**src/shared/fisp_cfg.svh**
```systemverilog
// constants for the flash programming register block
// Contract
// - six programming registers, control register hidden
// - address is 16 bits, high and low
// - option byte lives at top flash address
// - reset clears both address registers
// - read byte register captures read result
// - write byte register supplies programmed byte
// - registers reachable from flash or boot code
// - pulse timing value sets pulse width
// - reset loads top-band timing code
// - jump-to-boot and return instructions, no flash fetch
// - key pattern in bits 7..2 sets unlock
// - unlock lasts exactly eight instruction cycles
// - jump enters boot only while unlocked
// - breakpoint freezes unlock counter in emulation
`ifndef FISP_CFG_SVH
`define FISP_CFG_SVH
`define FISP_SEL_ADDR_HI 3'h0
`define FISP_SEL_ADDR_LO 3'h1
`define FISP_SEL_RD_BYTE 3'h2
`define FISP_SEL_WR_BYTE 3'h3
`define FISP_SEL_PULSE 3'h4
`define FISP_SEL_KEY 3'h5
`define FISP_ADDR_RST 8'h00
`define FISP_PULSE_RST 8'h7B
`define FISP_PULSE_RO_BIT 7
`define FISP_KEY_PATTERN 6'h26
`define FISP_UNLOCK_CYCLES 4'h8
`define FISP_OPTION_ALIAS 16'hFFFF
`define FISP_OPTION_PHYS 16'h7FFF
`endif

```
**src/shared/fisp_pkg.sv**
```systemverilog
// types for the flash programming register block
package fisp_pkg;
	typedef enum logic [2:0]
	{
		FISP_ST_IDLE = 3'b001,
		FISP_ST_BUSY = 3'b010,
		FISP_ST_DONE = 3'b100
	} fisp_op_st_t;

	typedef enum logic [1:0]
	{
		FISP_OP_READ = 2'h0,
		FISP_OP_WRITE = 2'h1,
		FISP_OP_PAGE_ERASE = 2'h2,
		FISP_OP_MASS_ERASE = 2'h3
	} fisp_op_t;

	// cpu register access bundle
	typedef struct packed
	{
		logic wr;
		logic rd;
		logic [2:0] sel;
		logic [7:0] wdata;
	} fisp_cpu_req_t;

	// hidden operation control request, driven by internal sequencer
	typedef struct packed
	{
		logic start;
		fisp_op_t op;
	} fisp_ctl_req_t;

	// request toward the flash array
	typedef struct packed
	{
		logic start;
		fisp_op_t op;
		logic [15:0] addr;
		logic [7:0] wdata;
		logic [7:0] pulse;
	} fisp_flash_req_t;

	// whole module state
	typedef struct packed
	{
		logic [7:0] addr_hi;
		logic [7:0] addr_lo;
		logic [7:0] rd_byte;
		logic [7:0] wr_byte;
		logic [6:0] pulse;
		logic [3:0] unlock_cnt;
		logic unlocked;
		fisp_op_st_t st;
		fisp_op_t op;
		logic flash_start;
		logic op_done;
		logic [7:0] rdata;
		logic boot_enter;
		logic flash_jump;
		logic fetch_block;
	} fisp_state_t;
endpackage

```
**src/logic/fisp_regs.sv**
```systemverilog
// flash programming registers with boot-entry key
`include "fisp_cfg.svh"
module fisp_regs
	import fisp_pkg::*;
(
	// clock and reset
	input wire logic i_mclk,
	input wire logic i_arst_n,
	// cpu register port
	input wire fisp_cpu_req_t i_cpu,
	output logic [7:0] o_rdata,
	// hidden operation control from the internal sequencer
	input wire fisp_ctl_req_t i_ctl,
	// instruction-cycle strobe and emulation controls
	input wire logic i_instr_cycle,
	input wire logic i_emul_mode,
	input wire logic i_breakpoint,
	// jump-to-boot instruction executing
	input wire logic i_jump_boot,
	// flash array side
	output fisp_flash_req_t o_flash,
	input wire logic i_flash_done,
	input wire logic [7:0] i_flash_rdata,
	// jump results and operation status
	output logic o_boot_enter,
	output logic o_flash_jump,
	output logic o_fetch_block,
	output logic o_op_done
);
	fisp_state_t s_q;
	fisp_state_t s_d;

	// register select compare, used for writes; reads decode the select directly
	function automatic logic hit(input fisp_cpu_req_t r, input logic [2:0] sel);
		hit = r.sel == sel;
	endfunction

	// next-state logic for every register and the operation sequencer
	always_comb
	begin
		s_d = s_q;
		s_d.flash_start = 1'b0;
		s_d.op_done = 1'b0;
		s_d.boot_enter = 1'b0;
		s_d.flash_jump = 1'b0;
		// cpu writes; key register is write-only and never stored
		if (i_cpu.wr)
		begin
			if (hit(i_cpu, `FISP_SEL_ADDR_HI))
				s_d.addr_hi = i_cpu.wdata;
			if (hit(i_cpu, `FISP_SEL_ADDR_LO))
				s_d.addr_lo = i_cpu.wdata;
			if (hit(i_cpu, `FISP_SEL_RD_BYTE))
				s_d.rd_byte = i_cpu.wdata;
			if (hit(i_cpu, `FISP_SEL_WR_BYTE))
				s_d.wr_byte = i_cpu.wdata;
			// top bit is read-only, so only the low seven are kept
			if (hit(i_cpu, `FISP_SEL_PULSE))
				s_d.pulse = i_cpu.wdata[6:0];
		end
		// unlock counter: counts instruction cycles, frozen on breakpoint in emulation mode
		if (s_q.unlocked && i_instr_cycle && !(i_emul_mode && i_breakpoint))
		begin
			s_d.unlock_cnt = s_q.unlock_cnt - 4'h1;
			if (s_q.unlock_cnt == 4'h1)
				s_d.unlocked = 1'b0;
		end
		// a matching key wins over expiry and restarts the interval
		if (i_cpu.wr && hit(i_cpu, `FISP_SEL_KEY)
			&& i_cpu.wdata[7:2] == `FISP_KEY_PATTERN)
		begin
			s_d.unlocked = 1'b1;
			s_d.unlock_cnt = `FISP_UNLOCK_CYCLES;
		end
		// jump-to-boot goes to boot only while unlocked
		if (i_jump_boot)
		begin
			s_d.boot_enter = s_q.unlocked;
			s_d.flash_jump = !s_q.unlocked;
		end
		// hidden control sequencer; flash fetch blocked while busy
		case (s_q.st)
			FISP_ST_IDLE:
			begin
				if (i_ctl.start)
				begin
					s_d.op = i_ctl.op;
					s_d.flash_start = 1'b1;
					s_d.fetch_block = 1'b1;
					s_d.st = FISP_ST_BUSY;
				end
			end
			FISP_ST_BUSY:
			begin
				if (i_flash_done)
				begin
					if (s_q.op == FISP_OP_READ)
						s_d.rd_byte = i_flash_rdata;
					s_d.st = FISP_ST_DONE;
				end
			end
			FISP_ST_DONE:
			begin
				s_d.op_done = 1'b1;
				s_d.fetch_block = 1'b0;
				s_d.st = FISP_ST_IDLE;
			end
			default:
			begin
				s_d.st = FISP_ST_IDLE;
				s_d.fetch_block = 1'b0;
			end
		endcase
		// registered read data; key reads back zero
		s_d.rdata = 8'h00;
		if (i_cpu.rd)
		begin
			case (i_cpu.sel)
				`FISP_SEL_ADDR_HI: s_d.rdata = s_d.addr_hi;
				`FISP_SEL_ADDR_LO: s_d.rdata = s_d.addr_lo;
				`FISP_SEL_RD_BYTE: s_d.rdata = s_d.rd_byte;
				`FISP_SEL_WR_BYTE: s_d.rdata = s_d.wr_byte;
				`FISP_SEL_PULSE: s_d.rdata = {1'b0, s_d.pulse};
				default: s_d.rdata = 8'h00;
			endcase
		end
	end

	// state register; data bytes get a zero reset even though undefined
	always_ff @(posedge i_mclk or negedge i_arst_n)
	begin
		if (!i_arst_n)
		begin
			s_q <= '0;
			s_q.addr_hi <= `FISP_ADDR_RST;
			s_q.addr_lo <= `FISP_ADDR_RST;
			s_q.pulse <= 7'(`FISP_PULSE_RST);
			s_q.unlocked <= 1'b0;
			s_q.unlock_cnt <= 4'h0;
			s_q.st <= FISP_ST_IDLE;
		end
		else
			s_q <= s_d;
	end

	// outputs straight from the state flops; all-ones alias passes through
	assign o_rdata = s_q.rdata;
	assign o_flash.start = s_q.flash_start;
	assign o_flash.op = s_q.op;
	assign o_flash.addr = {s_q.addr_hi, s_q.addr_lo};
	assign o_flash.wdata = s_q.wr_byte;
	assign o_flash.pulse = {1'b0, s_q.pulse};
	assign o_boot_enter = s_q.boot_enter;
	assign o_flash_jump = s_q.flash_jump;
	assign o_fetch_block = s_q.fetch_block;
	assign o_op_done = s_q.op_done;

	// checks
	property p_key_sets;
		@(posedge i_mclk) disable iff (!i_arst_n)
		(i_cpu.wr && i_cpu.sel == `FISP_SEL_KEY && i_cpu.wdata[7:2] == 6'h26)
		|=> (s_q.unlocked && s_q.unlock_cnt == 4'h8);
	endproperty
	a_key_sets: assert property (p_key_sets) else $error("key did not unlock");

	property p_bad_key;
		@(posedge i_mclk) disable iff (!i_arst_n)
		(!s_q.unlocked && i_cpu.wr && i_cpu.sel == `FISP_SEL_KEY
			&& i_cpu.wdata[7:2] != 6'h26) |=> !s_q.unlocked;
	endproperty
	a_bad_key: assert property (p_bad_key) else $error("wrong key unlocked");

	property p_expire;
		@(posedge i_mclk) disable iff (!i_arst_n)
		(s_q.unlocked && s_q.unlock_cnt == 4'h1 && i_instr_cycle && !i_breakpoint
			&& !(i_cpu.wr && i_cpu.sel == `FISP_SEL_KEY)) |=> !s_q.unlocked;
	endproperty
	a_expire: assert property (p_expire) else $error("unlock did not expire");

	property p_freeze;
		@(posedge i_mclk) disable iff (!i_arst_n)
		(s_q.unlocked && i_emul_mode && i_breakpoint && !i_cpu.wr)
		|=> $stable(s_q.unlock_cnt) && s_q.unlocked;
	endproperty
	a_freeze: assert property (p_freeze) else $error("counter moved on breakpoint");

	property p_boot;
		@(posedge i_mclk) disable iff (!i_arst_n)
		i_jump_boot |=> (o_boot_enter == $past(s_q.unlocked)) && (o_flash_jump != o_boot_enter);
	endproperty
	a_boot: assert property (p_boot) else $error("jump target wrong");

	property p_addr;
		@(posedge i_mclk) disable iff (!i_arst_n)
		(i_cpu.wr && i_cpu.sel == `FISP_SEL_ADDR_HI) |=> o_flash.addr[15:8] == $past(i_cpu.wdata);
	endproperty
	a_addr: assert property (p_addr) else $error("address high not loaded");

	property p_rdcap;
		@(posedge i_mclk) disable iff (!i_arst_n)
		(s_q.st == FISP_ST_BUSY && i_flash_done && s_q.op == FISP_OP_READ)
		|=> s_q.rd_byte == $past(i_flash_rdata);
	endproperty
	a_rdcap: assert property (p_rdcap) else $error("read byte not captured");

	property p_pulse_ro;
		@(posedge i_mclk) disable iff (!i_arst_n)
		(i_cpu.rd && i_cpu.sel == `FISP_SEL_PULSE) |=> !o_rdata[7];
	endproperty
	a_pulse_ro: assert property (p_pulse_ro) else $error("pulse top bit set");

	// the written low seven bits must reach the array unchanged
	property p_pulse_wr;
		@(posedge i_mclk) disable iff (!i_arst_n)
		(i_cpu.wr && i_cpu.sel == `FISP_SEL_PULSE)
		|=> o_flash.pulse == {1'b0, $past(i_cpu.wdata[6:0])};
	endproperty
	a_pulse_wr: assert property (p_pulse_wr) else $error("pulse timing not loaded");

	property p_block;
		@(posedge i_mclk) disable iff (!i_arst_n)
		o_flash.start |-> o_fetch_block;
	endproperty
	a_block: assert property (p_block) else $error("fetch not blocked");

	c_unlock: cover property (@(posedge i_mclk) disable iff (!i_arst_n) $rose(s_q.unlocked));
	c_boot: cover property (@(posedge i_mclk) disable iff (!i_arst_n) o_boot_enter);
	c_jump: cover property (@(posedge i_mclk) disable iff (!i_arst_n) o_flash_jump);
	c_done: cover property (@(posedge i_mclk) disable iff (!i_arst_n) o_op_done);
endmodule // fisp_regs

```
**config.mk**
```make
export PLATFORM = sky130hd
export DESIGN_NAME = fisp_regs
export DESIGN_NICKNAME = d
export VERILOG_FILES = /design/src/shared/fisp_pkg.sv /design/src/logic/fisp_regs.sv
export VERILOG_INCLUDE_DIRS = /design/src /design/src/shared
export SDC_FILE = /design/constraint.sdc
export NUM_CORES = 1
export LEC_CHECK = 0
export ABC_AREA = 1
export BUFFER_PORTS_ARGS = -buffer_cell sky130_fd_sc_hd__buf_2
export CORE_MARGIN = 2
export CORE_UTILIZATION = 32
export CTS_CLUSTER_SIZE = 8
export DETAILED_ROUTE_END_ITERATION = 10
export PLACE_DENSITY = 0.57
export SLEW_MARGIN = 20
export SYNTH_ARGS = -nofsm -noshare
export SYNTH_HDL_FRONTEND = slang
export SYNTH_SLANG_ARGS = --single-unit
```
**constraint.sdc**
```tcl
create_clock -name i_mclk -period 1.7 [get_ports i_mclk]
set_input_delay 0.17 -clock i_mclk [delete_from_list [all_inputs] [get_ports i_mclk]]
set_output_delay 0.17 -clock i_mclk [all_outputs]
set_load 0.005 [all_outputs]
```
==> results of run 1 <==
[how the worst max path moves through the flow]
stage	startpoint	end	slack (ps)
after CTS	s_q[17]$_DFFE_PN0P_	o_rdata[0]$_DFF_PN0_	60
after floorplan	s_q[17]$_DFFE_PN0P_	s_q[38]$_DFF_PN0_	320
after global placement	s_q[17]$_DFFE_PN0P_	o_rdata[4]$_DFF_PN0_	150
after global routing	s_q[17]$_DFFE_PN0P_	o_rdata[2]$_DFF_PN0_	50
final	s_q[17]$_DFFE_PN0P_	o_rdata[0]$_DFF_PN0_	190
after detailed placement	s_q[17]$_DFFE_PN0P_	o_rdata[0]$_DFF_PN0_	70
[layout make-up]
class	instances	area share [%]
flip-flops and latches	62	37.59
multi-input cells	260	33.89
repair buffers	86	11.70
clock buffers	12	6.180
inverters	65	5.879
well taps	140	4.221
clock inverters	4	0.5427
[worst max-delay path, stage by stage, from the launching register on]
cell and delay (ps):
sky130_fd_sc_hd__dfrtp_1 370, sky130_fd_sc_hd__inv_1 100, sky130_fd_sc_hd__nand3_1 140, sky130_fd_sc_hd__inv_1 100
sky130_fd_sc_hd__nand2_2 160, sky130_fd_sc_hd__or2_2 340, sky130_fd_sc_hd__nand3_1 90, sky130_fd_sc_hd__a21oi_1 70
[metal layers]
layer / share of wire (%) / up-vias
met5: 0 / -
met4: 2.1 / 0
met3: 5.8 / 18
met2: 45 / 85
met1: 47 / 1337
li1: - / 1459
[power breakdown]
part,internal (mW),total [mW],switching [mW]
logic,0.527,1.23,0.699
registers,1.86,2.03,0.170
clock network,1.06,1.70,0.642
[Yosys cell counts, types with 2 or more instances]
cell,instances
sky130_fd_sc_hd__or2_2,8
sky130_fd_sc_hd__and2_1,35
sky130_fd_sc_hd__nor2_8,2
sky130_fd_sc_hd__nor3_1,4
sky130_fd_sc_hd__nand3_4,2
sky130_fd_sc_hd__buf_2,6
sky130_fd_sc_hd__a21oi_1,10
sky130_fd_sc_hd__nand2_1,71
sky130_fd_sc_hd__buf_6,2
sky130_fd_sc_hd__nand4_1,33
sky130_fd_sc_hd__nor2_4,3
sky130_fd_sc_hd__inv_1,63
sky130_fd_sc_hd__dfrtp_1,55
sky130_fd_sc_hd__nor2_2,3
sky130_fd_sc_hd__inv_2,2
sky130_fd_sc_hd__dfstp_2,7
sky130_fd_sc_hd__buf_4,46
sky130_fd_sc_hd__ha_1,2
sky130_fd_sc_hd__nor2_1,14
sky130_fd_sc_hd__nand3_1,58
sky130_fd_sc_hd__o21ai_0,7
[timing repair]
| item | in CTS | in global routing |
|---|---|---|
| endpoints found under the setup margin | 0 | 15 |
| hold buffers | 2 | 0 |
| resized for setup | 0 | 1 |
| hold endpoints to repair | 56 | 0 |
| setup buffers | 0 | 0 |
[sequential cells by signal, indices dropped and copies added (netlist names)]
register,count
o_boot_enter,1
o_fetch_block,1
o_flash,34
o_flash_jump,1
o_op_done,1
o_rdata,8
s_q,16
[cells by family (layout without fill, tap and decap cells)]
family	after synthesis	count (layout)	synth area share, %
other cells	1	1	0.1039
compound gates	19	19	2.773
simple gates	238	238	35.32
fa+ha+maj	2	2	0.6931
flops	62	62	43.22
buf+inv	120	167	17.89
==> flow_results.org, run 1 <==
** Final layout
- The layout has 1168 filler cells.
- The library cells used most frequently in the layout, excluding fill and tap cells, are 76 x sky130_fd_sc_hd__buf_2, 70 x sky130_fd_sc_hd__nand2_1, 63 x sky130_fd_sc_hd__inv_1.
- The multi-input combinational cells in the finished layout cover a total of 1406 µm².
- Ant. Diodes :: 0
- Most common cell after layout, fill and taps aside :: sky130_fd_sc_hd__buf_2
- Cells with a size suffix above 1 make up 26.79% of the layout.
- Summing all flip-flop and latch instances after layout gives 1560 µm².
- Summing all non-filler instances in the final layout gives an area of 4150 µm².
- For this run, the share of the core covered by cells in the final layout is 37.95%.
- Cell Count, Final, Fillers Out :: 629
- From synthesis to final layout, the design area changed by 14.97%.
- Final net count :: 517

** Clock tree
- At the later pin of the worst-skew pair, clock insertion delay measures 330 ps.
- Clock-pin slew was measured on the worst setup and hold paths at 60 ps.
- The clock drives 62 sinks.
- In this run the number of H-tree levels came out at 3.
- The root buffer cell chosen for the clock tree is sky130_fd_sc_hd__clkbuf_16.
- Number of clock buffers inserted by TritonCTS :: 9
- The clock passes through at most 2 buffers.
- TritonCTS built the clock tree.

** Power
- Power density over cell area :: 1195 nW/µm²
- Power, Total :: 4.959 mW
- For this design the static power due to leakage is 2.152 nW.
- IR drop worst, VDD :: 0.5432 mV

** Setup path
- Setup slack on the worst reg-to-reg path comes out at 190 ps.
- Startpoint of the most critical register-to-register path :: s_q[17]$_DFFE_PN0P_
- For the worst setup path, the data required time is 1900 ps.
- The worst setup path is launched from a flop.
- Largest fanout of any net on the critical path :: 16
- STA puts the critical path data arrival time at 1710 ps.
- Endpoint type of the worst setup path :: flop
- For the worst flop-to-flop path, the logic depth is 7.
- Type of the worst setup path :: reg -> reg
- The endpoint identified for the worst register-to-register timing path is o_rdata[0]$_DFF_PN0_.

** Min path
- Counting instances, the worst hold path has a depth of 3.
- Path category of the worst min-delay check :: in -> reg
- Worst Hold Path EP :: o_boot_enter$_DFF_PN0_
- The worst hold path begins at i_jump_boot.

** Global routing
- In the global route stage, met2 resource usage came out at 24.28%.
- The total overflow left after global routing is 0.
- Number of antenna violations at the first check in global routing :: 0
- Met3 capacity usage during global routing :: 3.527%
- All-Layer GR Usage :: 15.96%
- GRT met1 Usage :: 21.79%
- Vias in the first global route :: 2779
- The global routing stage identified its most utilized layer as met2.
- First-pass GRT wire length :: 14280 µm
- Pin count of the biggest net entering global routing :: 63

** Placement
- Routability-driven placement finished with a final weighted congestion of 0.9251.
- Half-perimeter wire length after placement :: 6873 µm
- Counting tap cells, the placed design contains a total of 611 instances.
- At the placement stage, the worst setup path has a slack of 74.30 ps.
- Placement Cell Area :: 3849 µm²
- Port bufs :: 76

** Detailed routing
- Total number of vias :: 2899
- Dividing the detail-routed wire length by the instance count gives 14.33 µm.
- Number of remaining DRC errors :: 0
- First-pass iteration count of the detailed router :: 4
- Via density :: 4.609
- Remaining antenna violation count :: 0
- Routed wire length :: 9015 µm
- Detailed router's first-iteration violation count :: 161

** Yosys
- Top area cells in the synthesized netlist :: sky130_fd_sc_hd__dfrtp_1 38%, sky130_fd_sc_hd__buf_4 9.6%, sky130_fd_sc_hd__nand3_1 8.0%, sky130_fd_sc_hd__nand2_1 7.4%, sky130_fd_sc_hd__inv_1 6.6%
- Synthesized area per cell :: 8.167 µm²
- Sequential elements use 43.22% of the synthesized area.
- Post-Synthesis Cells :: 442
- Post-Synthesis Net Count :: 475
- Async S/R FF share, synth :: 100.0%
- Combined area of all synthesized cells :: 3610 µm²
- Number of register bits inferred by synthesis :: 62
- After synthesis, the largest area contributor takes up 38.13% of total cell area.
- Synthesis instantiated 30 different standard cells from the library.
- Counting flops with a built-in enable in the synthesized netlist gives 0.
- The Yosys step of the flow raised 0 warnings.
- In the synthesized netlist the dominant register cell turns out to be sky130_fd_sc_hd__dfrtp_1.
- Top cell type by total area after synthesis :: sky130_fd_sc_hd__dfrtp_1

** Floorplan
- Measured along the y axis, the die boundary spans 110.2 µm.
- The die covers 12150 µm².
- The floorplan step set the die width to 110.2 µm.
- Row generation in the floorplan step produced 38 rows.
- Initial standard-cell utilization of the core :: 33.01%
- For this design the top-level I/O count stands at 78.
- Floorplan core area :: 10940 µm²

** Timing
- Fin. Hold Viols :: 0
- Final worst slack :: 186.2 ps
- Final Hold Slack :: 30.63 ps
- The worst path in the final design needs a cycle of 1514 ps, including I/O delays and setup.
- Max frequency :: 0.6606 GHz
- Setup repair after global routing left no endpoint under its margin.
- Setup violations remaining at the end of the flow were counted as 0.
- Clock skew after layout :: 8.937 ps
- Dividing the final minimum period by the clock period gives 89.05%.
- In the final timing run, aggregate negative setup slack is 0 ps.
- Count of pins over their slew limit :: 0

** Job
- Maxcap violations :: 0

** Status
- Status :: completed
No activity file was read; power rests on OpenSTA's default activity.
==> inputs of run 2 (changes only) <==
Settings changed: RECOVER_POWER set to 25.
==> flow_results.org, run 2 (synthesis results as in run 1) <==
** Status
- The flow ran to the end, and the final reports show no timing, DRC or antenna violations.

** Global routing
- Pin count of the biggest net entering global routing :: 63
- Grt ovf :: 0
- Met3 capacity usage during global routing :: 3.527%
- Met2 layer usage reported by global route :: 24.28%
- The first global-routing pass estimated 14280 µm of wire.
- The number of global-route vias before repair was 2779.
- Highest-utilization routing layer at the global route stage :: met2
- The number of antenna violations at the first check in global routing came to 0.
- GRT met1 Usage :: 21.79%
- All-Layer GR Usage :: 15.96%

** Timing
- Slew at the pin closest to its max-slew limit :: 839.1 ps
- Summed over all failing endpoints, the final setup total negative slack is 0 ps.
- Final Hold Slack :: 31.22 ps
- Timing would allow up to 0.6596 GHz.
- The number of slew-limit violations in the final report was 0.
- Setup violations remaining at the end of the flow were counted as 0.
- Across the routed clock network, the largest skew measured is 9.105 ps.
- In the finished design, the share of the clock period the worst path needs comes to 89.18%.
- Fin. Hold Viols :: 0
- Headroom to the max-slew limit came out at 44.06%.
- Setup repair after global routing left no endpoint under its margin.
- The worst path needs 1516 ps of the cycle, external delays included.

** Clock tree
- Clock edge transition at the registers on the reported setup and hold paths :: 60 ps
- CTS placed an instance of sky130_fd_sc_hd__clkbuf_16 at the clock tree root.
- CTS tree :: built
- # Post-CTS Setup Buffers :: 0
- Buffers inserted during clock tree synthesis total 9.
- Count of clock tree sinks :: 62
- The H-tree was split into 3 levels.
- Worst-Skew Late Latency :: 330 ps
- No sink is reached through more buffers than the 2 on the longest clock path.

** Detailed routing
- Via density :: 4.644
- After detailed routing, the number of remaining DRC violations is 0.
- Detailed router's first-iteration violation count :: 167
- The detailed router placed 2921 vias in this run.
- In this run the remaining antenna-violating nets after routing total 0.
- First-pass iteration count of the detailed router :: 5
- Routed wire length :: 9043 µm
- In the final routed layout, each cell accounts on average for 14.38 µm.

** Power
- In this run the power spent charging and discharging nets is 1.518 mW.
- Part of the power in registers :: 41.0%
- Net switching is 30.59% of the power.
- Leakage :: 2.147 nW
- The completed layout was analyzed and its total power is 4.962 mW.
- Clock group share of total power :: 34.3%
- Cell internal power was estimated by the tool at 3.444 mW.
- Power density over cell area :: 1199 nW/µm²
- Combinational group share of total power :: 24.6%
- IR drop worst, VDD :: 0.5459 mV

** Final layout
- Max FFs per register :: 34
- Final net count :: 517
- The area growth from synthesis to layout is 14.63%.
- Layout cell share with drive strength beyond 1 :: 26.79%
- Most common cell after layout, fill and taps aside :: sky130_fd_sc_hd__buf_2
- Ant. Diodes :: 0
- In the layout the commonest cells are 76 x sky130_fd_sc_hd__buf_2, 70 x sky130_fd_sc_hd__nand2_1, 63 x sky130_fd_sc_hd__inv_1.

** Job
- Maxcap violations :: 0

** Floorplan
- The floorplan has 38 rows.
- The die is 110.2 µm tall.
- Top-level I/O count :: 78
- Floorplan core area :: 10940 µm²
- In this run the horizontal extent of the chip is 110.2 µm.
- Initial standard-cell utilization of the core :: 33.01%
- Die area :: 12150 µm²

** Placement
- Global placer's final weighted congestion :: 0.9251
- Half-perimeter wire length after placement :: 6873 µm
- Port bufs :: 76

** Setup path
- Setup slack, reg-to-reg :: 180 ps
- Arrival time at the worst endpoint :: 1720 ps
- The worst setup path is of the reg -> reg kind.
- Data required time at the worst endpoint :: 1900 ps
- The worst setup path is launched from a flop.
- Counting cells, the worst reg-to-reg path comes to 7.
- STA classifies the critical path endpoint as a flop.
- Along the worst path, the maximum fanout reaches 16.

** Min path
- Path category of the worst min-delay check :: in -> reg
- The worst hold path was traced through 3 stages.
[run 2: final timing paths]
check                                         start                      to
worst max register to register  s_q[17]$_DFFE_PN0P_    o_rdata[0]$_DFF_PN0_
worst max-delay path            s_q[17]$_DFFE_PN0P_    o_rdata[0]$_DFF_PN0_
worst min-delay path                    i_jump_boot  o_boot_enter$_DFF_PN0_
max in group asynchronous                  i_arst_n   o_flash[27]$_DFF_PN0_
worst min register to register  s_q[16]$_DFFE_PN0P_     o_op_done$_DFF_PN0_
min in group asynchronous                  i_arst_n    o_rdata[7]$_DFF_PN0_
[run 2: layout make-up]
| type | count | area [µm²] |
|---|---|---|
| clock buffer | 12 | 256.5 |
| sequential | 62 | 1560 |
| multi-input combinational | 260 | 1406 |
| timing repair buffer | 86 | 473.0 |
| fill | 1170 | 6798 |
| tap | 140 | 175.2 |
| clock inverter | 4 | 22.52 |
| inverter | 65 | 244.0 |
[run 2: per-layer routing]
layer  share of wire [%]  vias to the layer above
met1                  47                     1350
met2                  45                       95
met3                 5.5                       18
li1                    -                     1458
met5                   0                        -
met4                 2.3                        0
[run 2: stage by stage]
step | worst slack, ps | area [µm²] | util [%] | cells
2_1_floorplan | 320.3 | 3610 | - | 442
3_3_place_gp | 148.7 | 3849 | 35.19 | 611
3_5_place_dp | 74.30 | 3849 | 35.19 | 611
4_1_cts | 61.70 | 4148 | 37.93 | 629
5_1_grt | 52.88 | 4138 | 37.84 | 629
6_report | 184.0 | 4138 | 37.84 | 629
[run 2: worst max-delay path: stages, from the launching register on]
cell and delay [ps]:
sky130_fd_sc_hd__dfrtp_1 370, sky130_fd_sc_hd__inv_1 100, sky130_fd_sc_hd__nand3_1 140, sky130_fd_sc_hd__inv_1 100, sky130_fd_sc_hd__nand2_2 160, sky130_fd_sc_hd__or2_2 340, sky130_fd_sc_hd__nand3_1 90, sky130_fd_sc_hd__a21oi_1 70
[run 2: power groups by stage]
stage,combinational [mW],clock [mW],sequential (mW)
after floorplan,1.03,0,2.01
final,1.22,1.70,2.04
after global routing,1.41,1.81,2.08
after detailed placement,1.23,0,2.06
after global placement,1.21,0,2.05
after CTS,1.24,1.74,2.04
[run 2: timing repair]
action                     4_1_cts  5_1_grt
hold buffers                     2        0
setup endpoints to repair        0       15
gates resized for setup          0        1
hold endpoints to repair        56        0
